`src/logic/light_sensor_pkg.sv`:
```
`default_nettype none
package light_sensor_pkg;
   localparam logic [6:0] SLAVE_ADDR      = 7'h39;
   localparam int         CMD_FLAG_BIT    = 7;
   localparam logic [1:0] TRANS_SPECIAL   = 2'h3;
   localparam logic [4:0] OFF_IRQ_CTRL    = 5'h02;
   localparam logic [4:0] OFF_LOW_LSB     = 5'h03;
   localparam logic [4:0] OFF_LOW_MSB     = 5'h04;
   localparam logic [4:0] OFF_HIGH_LSB    = 5'h05;
   localparam logic [4:0] OFF_HIGH_MSB    = 5'h06;
   localparam logic [4:0] OFF_ANALOG      = 5'h07;
   localparam logic [4:0] OFF_PART_REV    = 5'h12;
   localparam logic [4:0] OFF_CH0_LSB     = 5'h14;
   localparam logic [4:0] OFF_CH0_MSB     = 5'h15;
   localparam logic [4:0] OFF_CH1_LSB     = 5'h16;
   localparam logic [4:0] OFF_CH1_MSB     = 5'h17;
   localparam logic [4:0] OFF_TIMER_LSB   = 5'h18;
   localparam logic [4:0] OFF_TIMER_MSB   = 5'h19;
   localparam logic [4:0] OFF_VARIANT     = 5'h1E;
   localparam int         HALT_BIT        = 6;
   localparam int         MODE_BIT        = 4;
   localparam logic [7:0] IRQ_CTRL_MASK   = 8'h5F;
   localparam logic [7:0] ANALOG_MASK     = 8'h07;
   localparam logic [7:0] BYTE_RESET      = 8'h00;
   localparam logic [3:0] PERSIST_EVERY   = 4'h0;
   localparam logic [3:0] PERSIST_MAX     = 4'hF;
   // Arbitrary identity values
   localparam logic [3:0] PART_CODE       = 4'h5;
   localparam logic [3:0] SILICON_REV     = 4'h2;
   localparam logic [1:0] VARIANT_CODE    = 2'h1;
   localparam logic [3:0] BITS_PER_BYTE   = 4'h8;
   localparam real        CLK_PERIOD_NS   = 10.0;
   localparam real        TIMER_UNIT_US   = 10.9;
   localparam int         TIMER_UNIT_CYC  = int'($floor(TIMER_UNIT_US * 1000.0 / CLK_PERIOD_NS));
   localparam logic [10:0] TIMER_WRAP     = 11'(TIMER_UNIT_CYC - 1);

   typedef enum logic [5:0] {
      BUS_IDLE  = 6'h01,
      BUS_ADDR  = 6'h02,
      BUS_ACK   = 6'h04,
      BUS_WRITE = 6'h08,
      BUS_READ  = 6'h10,
      BUS_MACK  = 6'h20
   } bus_state_t;

   typedef enum logic [1:0] {
      GAIN_1X = 2'h0, GAIN_8X = 2'h1, GAIN_16X = 2'h2, GAIN_111X = 2'h3
   } gain_t;

   typedef struct packed {
      logic [15:0] ch0;
      logic [15:0] ch1;
   } conv_t;
endpackage : light_sensor_pkg
`default_nettype wire

```
`src/logic/light_sensor_regs.sv`:
```
`timescale 1ns/100ps
`default_nettype none
module light_sensor_regs (
   input  wire logic                    clk_sys,
   input  wire logic                    rst,
   input  wire logic                    sclIn,
   input  wire logic                    sdaIn,
   output logic                         sdaOut,
   output logic                         sdaOeN,
   output logic                         intOut,
   output logic                         intOeN,
   input  wire logic                    convDone,
   input  wire light_sensor_pkg::conv_t convData,
   input  wire logic                    adcEnable,
   input  wire logic                    manualActive,
   output logic                         haltIntegration,
   output light_sensor_pkg::gain_t      gainSel
);
   // Bus engine state
   light_sensor_pkg::bus_state_t st_reg, st_next;
   logic       sclPrev_reg, sdaPrev_reg;
   logic [3:0] bitCnt_reg, bitCnt_next;
   logic [7:0] shift_reg, shift_next;
   logic       rnw_reg, rnw_next, first_reg, first_next, idx_reg, idx_next;
   logic [4:0] ptr_reg, ptr_next;
   logic       sdaOeN_reg, sdaOeN_next;
   logic       wrHit, rdHit, clrIrq;
   logic [4:0] accAddr;
   logic [7:0] rdData;
   logic       sclRise, sclFall, startCond, stopCond;

   // Register and interrupt state
   logic [7:0]  irqCtrl_reg, irqCtrl_next, analog_reg, analog_next, variant_reg, variant_next;
   logic [15:0] lowTh_reg, lowTh_next, highTh_reg, highTh_next;
   logic [15:0] ch0_reg, ch0_next, ch1_reg, ch1_next, timer_reg, timer_next;
   logic [7:0]  shadow0_reg, shadow0_next, shadow1_reg, shadow1_next;
   logic [10:0] presc_reg, presc_next;
   logic        manPrev_reg;
   logic [3:0]  persistCnt_reg, persistCnt_next, bumped;
   logic        irqPend_reg, irqPend_next, halt_reg, halt_next, intOeN_reg, intOeN_next;
   logic        convTaken, outOfWin;
   light_sensor_pkg::gain_t gain_reg, gain_next;

   assign sclRise   = sclIn & ~sclPrev_reg;
   assign sclFall   = ~sclIn & sclPrev_reg;
   assign startCond = sclIn & sclPrev_reg & sdaPrev_reg & ~sdaIn;
   assign stopCond  = sclIn & sclPrev_reg & ~sdaPrev_reg & sdaIn;
   assign accAddr   = ptr_reg + {4'h0, idx_reg};

   always_comb begin
      rdData = 8'h00;
      if (accAddr == light_sensor_pkg::OFF_IRQ_CTRL) begin
         rdData = irqCtrl_reg;
      end else if (accAddr == light_sensor_pkg::OFF_LOW_LSB) begin
         rdData = lowTh_reg[7:0];
      end else if (accAddr == light_sensor_pkg::OFF_LOW_MSB) begin
         rdData = lowTh_reg[15:8];
      end else if (accAddr == light_sensor_pkg::OFF_HIGH_LSB) begin
         rdData = highTh_reg[7:0];
      end else if (accAddr == light_sensor_pkg::OFF_HIGH_MSB) begin
         rdData = highTh_reg[15:8];
      end else if (accAddr == light_sensor_pkg::OFF_ANALOG) begin
         rdData = analog_reg;
      end else if (accAddr == light_sensor_pkg::OFF_PART_REV) begin
         rdData = {light_sensor_pkg::PART_CODE, light_sensor_pkg::SILICON_REV};
      end else if (accAddr == light_sensor_pkg::OFF_CH0_LSB) begin
         rdData = ch0_reg[7:0];
      end else if (accAddr == light_sensor_pkg::OFF_CH0_MSB) begin
         rdData = shadow0_reg;
      end else if (accAddr == light_sensor_pkg::OFF_CH1_LSB) begin
         rdData = ch1_reg[7:0];
      end else if (accAddr == light_sensor_pkg::OFF_CH1_MSB) begin
         rdData = shadow1_reg;
      end else if (accAddr == light_sensor_pkg::OFF_TIMER_LSB) begin
         rdData = timer_reg[7:0];
      end else if (accAddr == light_sensor_pkg::OFF_TIMER_MSB) begin
         rdData = timer_reg[15:8];
      end else if (accAddr == light_sensor_pkg::OFF_VARIANT) begin
         rdData = variant_reg;
      end
   end

   always_comb begin
      st_next     = st_reg;
      bitCnt_next = bitCnt_reg;
      shift_next  = shift_reg;
      rnw_next    = rnw_reg;
      first_next  = first_reg;
      idx_next    = idx_reg;
      ptr_next    = ptr_reg;
      sdaOeN_next = sdaOeN_reg;
      wrHit       = 1'b0;
      rdHit       = 1'b0;
      clrIrq      = 1'b0;
      if (startCond) begin
         st_next     = light_sensor_pkg::BUS_ADDR;
         bitCnt_next = 4'h0;
         sdaOeN_next = 1'b1;
      end else if (stopCond) begin
         st_next     = light_sensor_pkg::BUS_IDLE;
         sdaOeN_next = 1'b1;
      end else begin
         case (st_reg)
            light_sensor_pkg::BUS_ADDR, light_sensor_pkg::BUS_WRITE: begin
               if (sclRise) begin
                  shift_next  = {shift_reg[6:0], sdaIn};
                  bitCnt_next = bitCnt_reg + 4'h1;
               end else if (sclFall && bitCnt_reg == light_sensor_pkg::BITS_PER_BYTE) begin
                  bitCnt_next = 4'h0;
                  if (st_reg == light_sensor_pkg::BUS_WRITE) begin
                     sdaOeN_next = 1'b0;
                     st_next     = light_sensor_pkg::BUS_ACK;
                     if (first_reg && shift_reg[light_sensor_pkg::CMD_FLAG_BIT]) begin
                        ptr_next = shift_reg[4:0];
                        idx_next = 1'b0;
                        clrIrq   = (shift_reg[6:5] == light_sensor_pkg::TRANS_SPECIAL);
                     end else begin
                        wrHit    = 1'b1;
                        idx_next = ~idx_reg;
                     end
                     first_next = 1'b0;
                  end else if (shift_reg[7:1] == light_sensor_pkg::SLAVE_ADDR) begin
                     sdaOeN_next = 1'b0;
                     rnw_next    = shift_reg[0];
                     first_next  = 1'b1;
                     idx_next    = 1'b0;
                     st_next     = light_sensor_pkg::BUS_ACK;
                  end else begin
                     st_next = light_sensor_pkg::BUS_IDLE;
                  end
               end
            end
            light_sensor_pkg::BUS_ACK: begin
               if (sclFall) begin
                  if (rnw_reg) begin
                     rdHit       = 1'b1;
                     shift_next  = rdData;
                     sdaOeN_next = rdData[7];
                     bitCnt_next = 4'h1;
                     idx_next    = ~idx_reg;
                     st_next     = light_sensor_pkg::BUS_READ;
                  end else begin
                     sdaOeN_next = 1'b1;
                     st_next     = light_sensor_pkg::BUS_WRITE;
                  end
               end
            end
            light_sensor_pkg::BUS_READ: begin
               if (sclFall) begin
                  if (bitCnt_reg == light_sensor_pkg::BITS_PER_BYTE) begin
                     sdaOeN_next = 1'b1;
                     bitCnt_next = 4'h0;
                     st_next     = light_sensor_pkg::BUS_MACK;
                  end else begin
                     shift_next  = {shift_reg[6:0], 1'b0};
                     sdaOeN_next = shift_reg[6];
                     bitCnt_next = bitCnt_reg + 4'h1;
                  end
               end
            end
            light_sensor_pkg::BUS_MACK: begin
               if (sclRise) begin
                  st_next = sdaIn ? light_sensor_pkg::BUS_IDLE : light_sensor_pkg::BUS_ACK;
               end
            end
            default: begin
               st_next = light_sensor_pkg::BUS_IDLE;
            end
         endcase
      end
   end

   always_ff @(posedge clk_sys) begin
      if (rst) begin
         st_reg      <= light_sensor_pkg::BUS_IDLE;
         sclPrev_reg <= 1'b1;
         sdaPrev_reg <= 1'b1;
         bitCnt_reg  <= 4'h0;
         shift_reg   <= 8'h00;
         rnw_reg     <= 1'b0;
         first_reg   <= 1'b0;
         idx_reg     <= 1'b0;
         ptr_reg     <= 5'h00;
         sdaOeN_reg  <= 1'b1;
      end else begin
         st_reg      <= st_next;
         sclPrev_reg <= sclIn;
         sdaPrev_reg <= sdaIn;
         bitCnt_reg  <= bitCnt_next;
         shift_reg   <= shift_next;
         rnw_reg     <= rnw_next;
         first_reg   <= first_next;
         idx_reg     <= idx_next;
         ptr_reg     <= ptr_next;
         sdaOeN_reg  <= sdaOeN_next;
      end
   end

   // A halted converter still raises convDone upstream; results are frozen then
   assign convTaken = convDone & ~halt_reg;
   assign outOfWin  = (convData.ch0 <= lowTh_reg) || (convData.ch0 > highTh_reg);
   assign bumped    = (persistCnt_reg == light_sensor_pkg::PERSIST_MAX) ?
                      light_sensor_pkg::PERSIST_MAX : persistCnt_reg + 4'h1;

   always_comb begin
      irqCtrl_next    = irqCtrl_reg;
      lowTh_next      = lowTh_reg;
      highTh_next     = highTh_reg;
      analog_next     = analog_reg;
      variant_next    = variant_reg;
      ch0_next        = ch0_reg;
      ch1_next        = ch1_reg;
      shadow0_next    = shadow0_reg;
      shadow1_next    = shadow1_reg;
      persistCnt_next = persistCnt_reg;
      irqPend_next    = irqPend_reg & ~clrIrq;
      presc_next      = presc_reg;
      timer_next      = timer_reg;
      if (wrHit) begin
         if (accAddr == light_sensor_pkg::OFF_IRQ_CTRL) begin
            irqCtrl_next = shift_reg & light_sensor_pkg::IRQ_CTRL_MASK;
         end else if (accAddr == light_sensor_pkg::OFF_LOW_LSB) begin
            lowTh_next[7:0] = shift_reg;
         end else if (accAddr == light_sensor_pkg::OFF_LOW_MSB) begin
            lowTh_next[15:8] = shift_reg;
         end else if (accAddr == light_sensor_pkg::OFF_HIGH_LSB) begin
            highTh_next[7:0] = shift_reg;
         end else if (accAddr == light_sensor_pkg::OFF_HIGH_MSB) begin
            highTh_next[15:8] = shift_reg;
         end else if (accAddr == light_sensor_pkg::OFF_ANALOG) begin
            analog_next = shift_reg & light_sensor_pkg::ANALOG_MASK;
         end else if (accAddr == light_sensor_pkg::OFF_VARIANT) begin
            variant_next = shift_reg;
         end
      end
      if (rdHit && accAddr == light_sensor_pkg::OFF_CH0_LSB) begin
         shadow0_next = ch0_reg[15:8];
      end
      if (rdHit && accAddr == light_sensor_pkg::OFF_CH1_LSB) begin
         shadow1_next = ch1_reg[15:8];
      end
      if (convTaken) begin
         ch0_next = convData.ch0;
         ch1_next = convData.ch1;
         if (outOfWin) begin
            persistCnt_next = bumped;
         end else begin
            persistCnt_next = 4'h0;
         end
         if (irqCtrl_reg[light_sensor_pkg::MODE_BIT]) begin
            if (irqCtrl_reg[3:0] == light_sensor_pkg::PERSIST_EVERY) begin
               irqPend_next = 1'b1;
            end else if (outOfWin && bumped >= irqCtrl_reg[3:0]) begin
               irqPend_next = 1'b1;
            end
         end
      end
      if (manualActive && !manPrev_reg) begin
         presc_next = 11'h000;
         timer_next = 16'h0000;
      end else if (manualActive) begin
         if (presc_reg == light_sensor_pkg::TIMER_WRAP) begin
            presc_next = 11'h000;
            timer_next = timer_reg + 16'h0001;
         end else begin
            presc_next = presc_reg + 11'h001;
         end
      end
      // Resume needs enable low and interrupt cleared before enable returns
      halt_next   = halt_reg ? (adcEnable | irqPend_reg) :
                    (irqCtrl_reg[light_sensor_pkg::HALT_BIT] & irqPend_reg);
      intOeN_next = ~(irqPend_next & irqCtrl_reg[light_sensor_pkg::MODE_BIT]);
      gain_next   = light_sensor_pkg::gain_t'(analog_reg[1:0]);
   end

   always_ff @(posedge clk_sys) begin
      if (rst) begin
         irqCtrl_reg    <= light_sensor_pkg::BYTE_RESET;
         lowTh_reg      <= {light_sensor_pkg::BYTE_RESET, light_sensor_pkg::BYTE_RESET};
         highTh_reg     <= {light_sensor_pkg::BYTE_RESET, light_sensor_pkg::BYTE_RESET};
         analog_reg     <= light_sensor_pkg::BYTE_RESET;
         variant_reg    <= {2'h0, light_sensor_pkg::VARIANT_CODE, 4'h0};
         ch0_reg        <= 16'h0000;
         ch1_reg        <= 16'h0000;
         shadow0_reg    <= light_sensor_pkg::BYTE_RESET;
         shadow1_reg    <= light_sensor_pkg::BYTE_RESET;
         persistCnt_reg <= 4'h0;
         irqPend_reg    <= 1'b0;
         halt_reg       <= 1'b0;
         intOeN_reg     <= 1'b1;
         presc_reg      <= 11'h000;
         timer_reg      <= 16'h0000;
         manPrev_reg    <= 1'b0;
         gain_reg       <= light_sensor_pkg::GAIN_1X;
      end else begin
         irqCtrl_reg    <= irqCtrl_next;
         lowTh_reg      <= lowTh_next;
         highTh_reg     <= highTh_next;
         analog_reg     <= analog_next;
         variant_reg    <= variant_next;
         ch0_reg        <= ch0_next;
         ch1_reg        <= ch1_next;
         shadow0_reg    <= shadow0_next;
         shadow1_reg    <= shadow1_next;
         persistCnt_reg <= persistCnt_next;
         irqPend_reg    <= irqPend_next;
         halt_reg       <= halt_next;
         intOeN_reg     <= intOeN_next;
         presc_reg      <= presc_next;
         timer_reg      <= timer_next;
         manPrev_reg    <= manualActive;
         gain_reg       <= gain_next;
      end
   end

   assign sdaOut          = 1'b0;
   assign intOut          = 1'b0;
   assign sdaOeN          = sdaOeN_reg;
   assign intOeN          = intOeN_reg;
   assign haltIntegration = halt_reg;
   assign gainSel         = gain_reg;
endmodule : light_sensor_regs
`default_nettype wire

```
`config.mk`:
```
export PLATFORM = sky130hd
export DESIGN_NAME = light_sensor_regs
export DESIGN_NICKNAME = d
export VERILOG_FILES = /design/src/logic/light_sensor_pkg.sv /design/src/logic/light_sensor_regs.sv
export SDC_FILE = /design/constraint.sdc
export NUM_CORES = 1
export LEC_CHECK = 0
export ABC_AREA = 1
export BUFFER_PORTS_ARGS = -buffer_cell sky130_fd_sc_hd__buf_2
export CAP_MARGIN = 25
export CORE_MARGIN = 1.5
export CORE_UTILIZATION = 58
export CTS_BUF_LIST = sky130_fd_sc_hd__clkbuf_4
export CTS_CLUSTER_DIAMETER = 30
export DETAILED_ROUTE_END_ITERATION = 12
export GPL_TIMING_DRIVEN = 1
export PLACE_DENSITY = 0.79
export SYNTH_ARGS = -nofsm -noshare
export SYNTH_HDL_FRONTEND = slang
export SYNTH_SLANG_ARGS = --single-unit
```
`constraint.sdc`:
```
create_clock -name clk_sys -period 2.2 [get_ports clk_sys]
set_clock_uncertainty 0.15 [all_clocks]
set_input_delay 0.22 -clock clk_sys [delete_from_list [all_inputs] [get_ports clk_sys]]
set_output_delay 0.22 -clock clk_sys [all_outputs]
set_load 0.05 [all_outputs]
```
# ---- Word-level counts from Yosys, hierarchy flattened
# Cells that the tools add are included.
dict set report classes {
  n_addsub 5
  magnitude_cmp 3
  eq_ne 41
  muxes 85
  n_bitwise 30
  n_reduce_logical 33
}
# op count
set ops {}
lappend ops {{$mux W8} 19}
lappend ops {{$eq A5 B5 Y1 const B} 8}
lappend ops {{$mux W1} 40}
lappend ops {{$mux W6} 6}
lappend ops {{$reduce_and A6 Y1} 6}
lappend ops {{$mux W4} 8}
lappend ops {{$ne A4 B4 Y1 const B} 6}
lappend ops {{$pmux W6 S4} 1}
lappend ops {{$pmux W8 S3} 1}
lappend ops {{$reduce_and A8 Y1} 3}
lappend ops {{$reduce_and A7 Y1} 3}
lappend ops {{$eq A5 B3 Y1 const B} 4}
lappend ops {{$ne A2 B2 Y1 const B} 9}
lappend ops {{$not A1 Y1} 18}
lappend ops {{$add A16 B1 Y16 const B} 1}
lappend ops {{$gt A16 B16 Y1} 1}
lappend ops {{$le A16 B16 Y1} 1}
lappend ops {{$pmux W4 S3} 1}
lappend ops {{$add A11 B1 Y11 const B} 1}
lappend ops {{$and A1 B1 Y1} 11}
lappend ops {{$eq A11 B11 Y1 const B} 1}
lappend ops {{$mux W11} 1}
lappend ops {{$eq A5 B2 Y1 const B} 2}
lappend ops {{$mux W3} 3}
lappend ops {{other kinds (29)} 42}
dict set report word_totals {
  reg_bits 163
  in_bits 39
  word_cells 227
}

# ---- Longest topological paths before layout
dict set report depth {
  word_depth 19
  mapped_depth 20
  ltp_nobuf 20
}

# ---- Worst setup path before layout
# No wires, ideal clock.
dict set report synth_path {
  kind {flip-flop to flip-flop}
  start {reg idx_reg}
  end {reg shift_reg[5]}
  setup_ns 0.119
  arrival_ns 2.021
  slack_ns -0.091
  stages_incl_launch_ff 17
  n_path_buf 1
  path_cell_list {dfxtp_1 ha_1 ha_1 nand3_1 nand2_1 nand2_2 buf_6 nand3_1 or2_2 nand2_1 nand2_1 nand2_1 nand2_1 nand2_1 nand2_1 nand2_1 a21oi_1}
}
dict set report synth_via {
  elab_chain_len 19
}
# item line_no
set synth_rtl {}
lappend synth_rtl {{from (decl)} light_sensor_regs.sv:24} ;# logic rnw_reg, rnw_next, first_reg, first_next, idx_reg, idx_next;
lappend synth_rtl {{from (signal assigned)} light_sensor_regs.sv:193} ;# idx_reg <= idx_next;
lappend synth_rtl {{$add A5 B1 Y5 *} light_sensor_regs.sv:48} ;# assign accAddr = ptr_reg + {4'h0, idx_reg};
lappend synth_rtl {{$eq A5 B5 Y1} light_sensor_regs.sv:78} ;# end else if (accAddr == light_sensor_pkg::OFF_VARIANT) begin
lappend synth_rtl {{$mux W8} light_sensor_regs.sv:78}
lappend synth_rtl {{$mux W8} light_sensor_regs.sv:76} ;# end else if (accAddr == light_sensor_pkg::OFF_TIMER_MSB) begin
lappend synth_rtl {{$mux W8} light_sensor_regs.sv:74} ;# end else if (accAddr == light_sensor_pkg::OFF_TIMER_LSB) begin
lappend synth_rtl {{$mux W8} light_sensor_regs.sv:72} ;# end else if (accAddr == light_sensor_pkg::OFF_CH1_MSB) begin
lappend synth_rtl {{$mux W8} light_sensor_regs.sv:70} ;# end else if (accAddr == light_sensor_pkg::OFF_CH1_LSB) begin
lappend synth_rtl {{$mux W8} light_sensor_regs.sv:68} ;# end else if (accAddr == light_sensor_pkg::OFF_CH0_MSB) begin
lappend synth_rtl {{[3 not listed]} -}
lappend synth_rtl {{$mux W8} light_sensor_regs.sv:60} ;# end else if (accAddr == light_sensor_pkg::OFF_HIGH_MSB) begin
lappend synth_rtl {{$mux W8} light_sensor_regs.sv:58} ;# end else if (accAddr == light_sensor_pkg::OFF_HIGH_LSB) begin
lappend synth_rtl {{$mux W8} light_sensor_regs.sv:56} ;# end else if (accAddr == light_sensor_pkg::OFF_LOW_MSB) begin
lappend synth_rtl {{$mux W8} light_sensor_regs.sv:54} ;# end else if (accAddr == light_sensor_pkg::OFF_LOW_LSB) begin
lappend synth_rtl {{$mux W8 *} light_sensor_regs.sv:52} ;# if (accAddr == light_sensor_pkg::OFF_IRQ_CTRL) begin
lappend synth_rtl {{$mux W8 *} light_sensor_regs.sv:135} ;# if (rnw_reg) begin
lappend synth_rtl {{$mux W8 *} light_sensor_regs.sv:134} ;# if (sclFall) begin
lappend synth_rtl {{$pmux W8 S3 *} light_sensor_regs.sv:103} ;# case (st_reg)
lappend synth_rtl {{to (signal assigned)} light_sensor_regs.sv:190} ;# shift_reg <= shift_next;
lappend synth_rtl {{to (decl)} light_sensor_regs.sv:23} ;# logic [7:0] shift_reg, shift_next;
# Mark *: on every way between the ends. The rest lies on a longest branch, timed or not. The select of a mux whose other input is x is not followed.
# A chain may end at the register's enable or synchronous reset.

# ---- Worst setup path after layout
dict set report layout_path {
  start {reg ptr_reg[0]}
  end {reg highTh_reg[2]}
}
dict set report layout_via {
  elab_chain_len 4
}
# item line_no
set layout_rtl {}
lappend layout_rtl {{from (decl)} light_sensor_regs.sv:25} ;# logic [4:0] ptr_reg, ptr_next;
lappend layout_rtl {{from (signal assigned)} light_sensor_regs.sv:194} ;# ptr_reg <= ptr_next;
lappend layout_rtl {{$add A5 B1 Y5 *} light_sensor_regs.sv:48}
lappend layout_rtl {{$eq A5 B3 Y1 (tied with other cells)} light_sensor_regs.sv:224} ;# end else if (accAddr == light_sensor_pkg::OFF_LOW_MSB) begin
lappend layout_rtl {{$not A1 Y1 (no line)} -}
lappend layout_rtl {{$reduce_and A5 Y1 (no line) *} -}
lappend layout_rtl {{to (signal assigned)} light_sensor_regs.sv:280} ;# highTh_reg <= {light_sensor_pkg::BYTE_RESET, light_sensor_pkg::BYTE_RESET};
lappend layout_rtl {{to (signal assigned)} light_sensor_regs.sv:298} ;# highTh_reg <= highTh_next;
lappend layout_rtl {{to (decl)} light_sensor_regs.sv:34} ;# logic [15:0] lowTh_reg, lowTh_next, highTh_reg, highTh_next;
# Mark *: on every way between the ends. The rest lies on a longest branch, timed or not.

==> flow_summary.json <==
{
  "path_max_fanout": 8,
  "total_power_w": 0.005382,
  "cts.sinks": 163,
  "holdWs_ps": 34.95,
  "synth_cell_types": 49,
  "finalSetupViolations": 44,
  "synth_edf_count": 0,
  "num_vias": 8934,
  "hpwlAfterDp_um": 16730,
  "avgViaCountPerCell": 5.712,
  "start_util_pct": 59.31,
  "min_path_cells": 6,
  "grt_start_max_net_pins": 87,
  "die_w_um": 124.9,
  "drive_gt1_share_pct": 24.66,
  "timing.final.crit_share_pct": 111.9,
  "synth_top_area_cell": "dfxtp_1",
  "antenna_found_initial": 1,
  "core_area_um2": 14530,
  "yosys.area.top_type_share_pct": 37.86,
  "cp.required_ps": 2510,
  "die_area_um2": 15600,
  "cts_buffers": 17,
  "routabilityCongestion": 0.9962,
  "r2r_cells": 13,
  "drt_iter0_drc": 851,
  "ant_nets": 0,
  "reg2reg_from": "ptr_reg[0]",
  "multiInputGateArea_um2": 5072,
  "grt_pass1_vias": 8349,
  "cp-start-kind": "flop",
  "syn_area_um2": 8620,
  "yosys_register_bits": 163,
  "cts_max_level": 4,
  "cp_data_arrival_time_ps": 2770,
  "io_buffers": 43,
  "rows": 44,
  "max_freq_ghz": 0.4061,
  "regArea_um2": 3293,
  "r2r_slack_ps": -260,
  "routedWlPerCell_um": 16.42,
  "fp.dieH_um": 124.9,
  "clk_path_buf_depth": 2,
  "final-hold-violation-count": 0,
  "p_seq_share_pct": 56.4,
  "rsz0062_at_grt": "true",
  "p_switching_w": 0.001389,
  "grt_pass1_wl_um": 40210,
  "drcViolationCount": 0,
  "violations": "setup timing",
  "ys_warn_count": 0,
  "gr-total-overflow": 0,
  "status": "finished, violations left",
  "cts_tree": "done",
  "io_pins": 46,
  "area_growth_pct": 26.13,
  "clkPwrFrac_pct": 34.9,
  "drt-total-wl_um": 25670,
  "critPathLaunch": "ptr_reg[0]",
  "drv_slew": 0,
  "clk_pin_slew_worst_paths_ps": 140,
  "vdd_drop_max_v": 0.0006581,
  "fin_cells": 1564,
  "hold_class": "input port to flop",
  "final.setup.tns_ps": -5412,
  "nets": 1450,
  "async_flop_share_pct": 0,
  "globalRouteTotalUtil_pct": 31.70,
  "cts_root_buffer": "clkbuf_4",
  "cap_violations": 0,
  "avgSynthCellArea_um2": 7.147,
  "dpl.cell_count": 1465,
  "p_int_w": 0.003993,
  "crit_path_end_kind": "flop",
  "p_leak_nw": 4.534,
  "p_sw_share_pct": 25.82,
  "ys_top_cells_by_area": "dfxtp_1 (38%), nand2_1 (8.4%), nor2_1 (7.4%)",
  "yosysSeqAreaShare_pct": 37.86,
  "drt_first_pass_iters": 6,
  "synth_flop_cell": "dfxtp_1",
  "clk_latency_ps": 570,
  "final_core_util_pct": 74.80,
  "min_from": "convDone",
  "crit_type": "flop to flop",
  "setup_ws_ps": -262.6,
  "synthCells": 1206,
  "comb_power_share_pct": 8.7,
  "n_fill_cell": 1045,
  "period_needed_ps": 2463,
  "p_per_area_nw_per_um2": 495.1
}
[cell families (layout without fill, tap and decap cells)]
| kind of cell | after synthesis | after routing | share of synthesized area [%] |
|---|---|---|---|
| buf+inv | 198 | 368 | 9.101 |
| fa+ha+maj | 44 | 44 | 6.387 |
| compound gates | 280 | 280 | 18.19 |
| flops | 163 | 163 | 37.86 |
| other cells | 1 | 3 | 0.04351 |
| xor+xnor | 6 | 6 | 0.6097 |
| simple gates | 513 | 515 | 27.68 |
| mux | 1 | 1 | 0.1306 |
[layer usage]
metal	GRT usage (%)	part of all wire [%]	up-vias
li1	-	-	4330
met1	39.66	41	4071
met2	52.07	47	421
met3	7.560	7.8	112
met4	14.30	4.4	0
met5	0	0	-
[worst max-delay path: stages (launching register included)]
cell     delay [ps]
dfxtp_2         380
ha_4            170
ha_4            160
nand4_1         180
nand2_4         240
inv_2           100
nand3_2         130
inv_2            70
nor2_4          130
inv_2            70
nor2_4          170
nand2_4         120
o21ai_1         210
a21oi_1          70
[cell usage after synthesis, types with 4 or more instances]
library cell,instances
inv_1,150
nor3_1,21
a21oi_1,106
inv_2,12
nor4_1,5
nand2_2,5
o21ai_1,4
dfxtp_1,163
or2_2,4
clkbuf_1,26
or2_0,5
ha_1,44
buf_4,4
a211oi_1,32
nand2_1,194
xor2_1,4
nor2_4,9
nand4_1,28
nor2_1,171
nand3_1,37
nor2_2,17
nand2_4,4
o22ai_1,6
o21ai_0,112
[path summary, 6_finish.rpt]
kind                                     endpoint
worst max-delay path                highTh_reg[2]
worst min-delay path            persistCnt_reg[1]
worst max register to register      highTh_reg[2]
worst min register to register     shadow0_reg[6]
[cell usage in the layout, fill, tap and decap left out, types with 17 or more instances in the layout]
master / count
nor2_4: 21
o21ai_0: 95
inv_1: 138
nor2_1: 164
a21oi_1: 102
nand4_1: 28
inv_2: 20
a211oi_1: 26
ha_1: 35
nand2_2: 22
nand2_1: 172
nor3_1: 17
clkbuf_4: 18
buf_2: 43
o21ai_1: 18
buf_4: 87
nand3_1: 28
dfxtp_2: 21
dlygate4sd3_1: 37
dfxtp_1: 141
[timing repair]
action | 4_1_cts | 5_1_grt
setup buffers | 10 | 17
setup endpoints to repair | 78 | 95
hold buffers | 37 | 0
pin swaps | 23 | 29
gates cloned | 2 | 1
hold endpoints to repair | 52 | 0
resized for setup | 50 | 103
[per-stage QoR]
stage / cell area (µm²) / setup slack [ps]
2_1_floorplan: 8641 / 6.774
3_3_place_gp: 9440 / -314.9
3_5_place_dp: 9440 / -369.1
4_1_cts: 10370 / -106.9
5_1_grt: 10870 / -374.7
6_report: 10870 / -262.6
[power groups by stage]
stage          combinational, W  sequential, W  clock (W)
2_1_floorplan          0.000236        0.00309          0
3_3_place_gp           0.000353        0.00309          0
3_5_place_dp           0.000363        0.00309          0
4_1_cts                0.000416        0.00303    0.00190
5_1_grt                0.000521        0.00304    0.00203
6_report               0.000471        0.00303    0.00188
[cell type report]
class,count,area share [%]
multi-input combinational,848,46.66
sequential,163,30.29
timing repair buffer,175,12.51
inverter,162,5.685
tap,184,2.118
clock inverter,13,1.473
clock buffer,18,1.243
antenna,1,0.02302
Power figures use the tool's default switching activity.
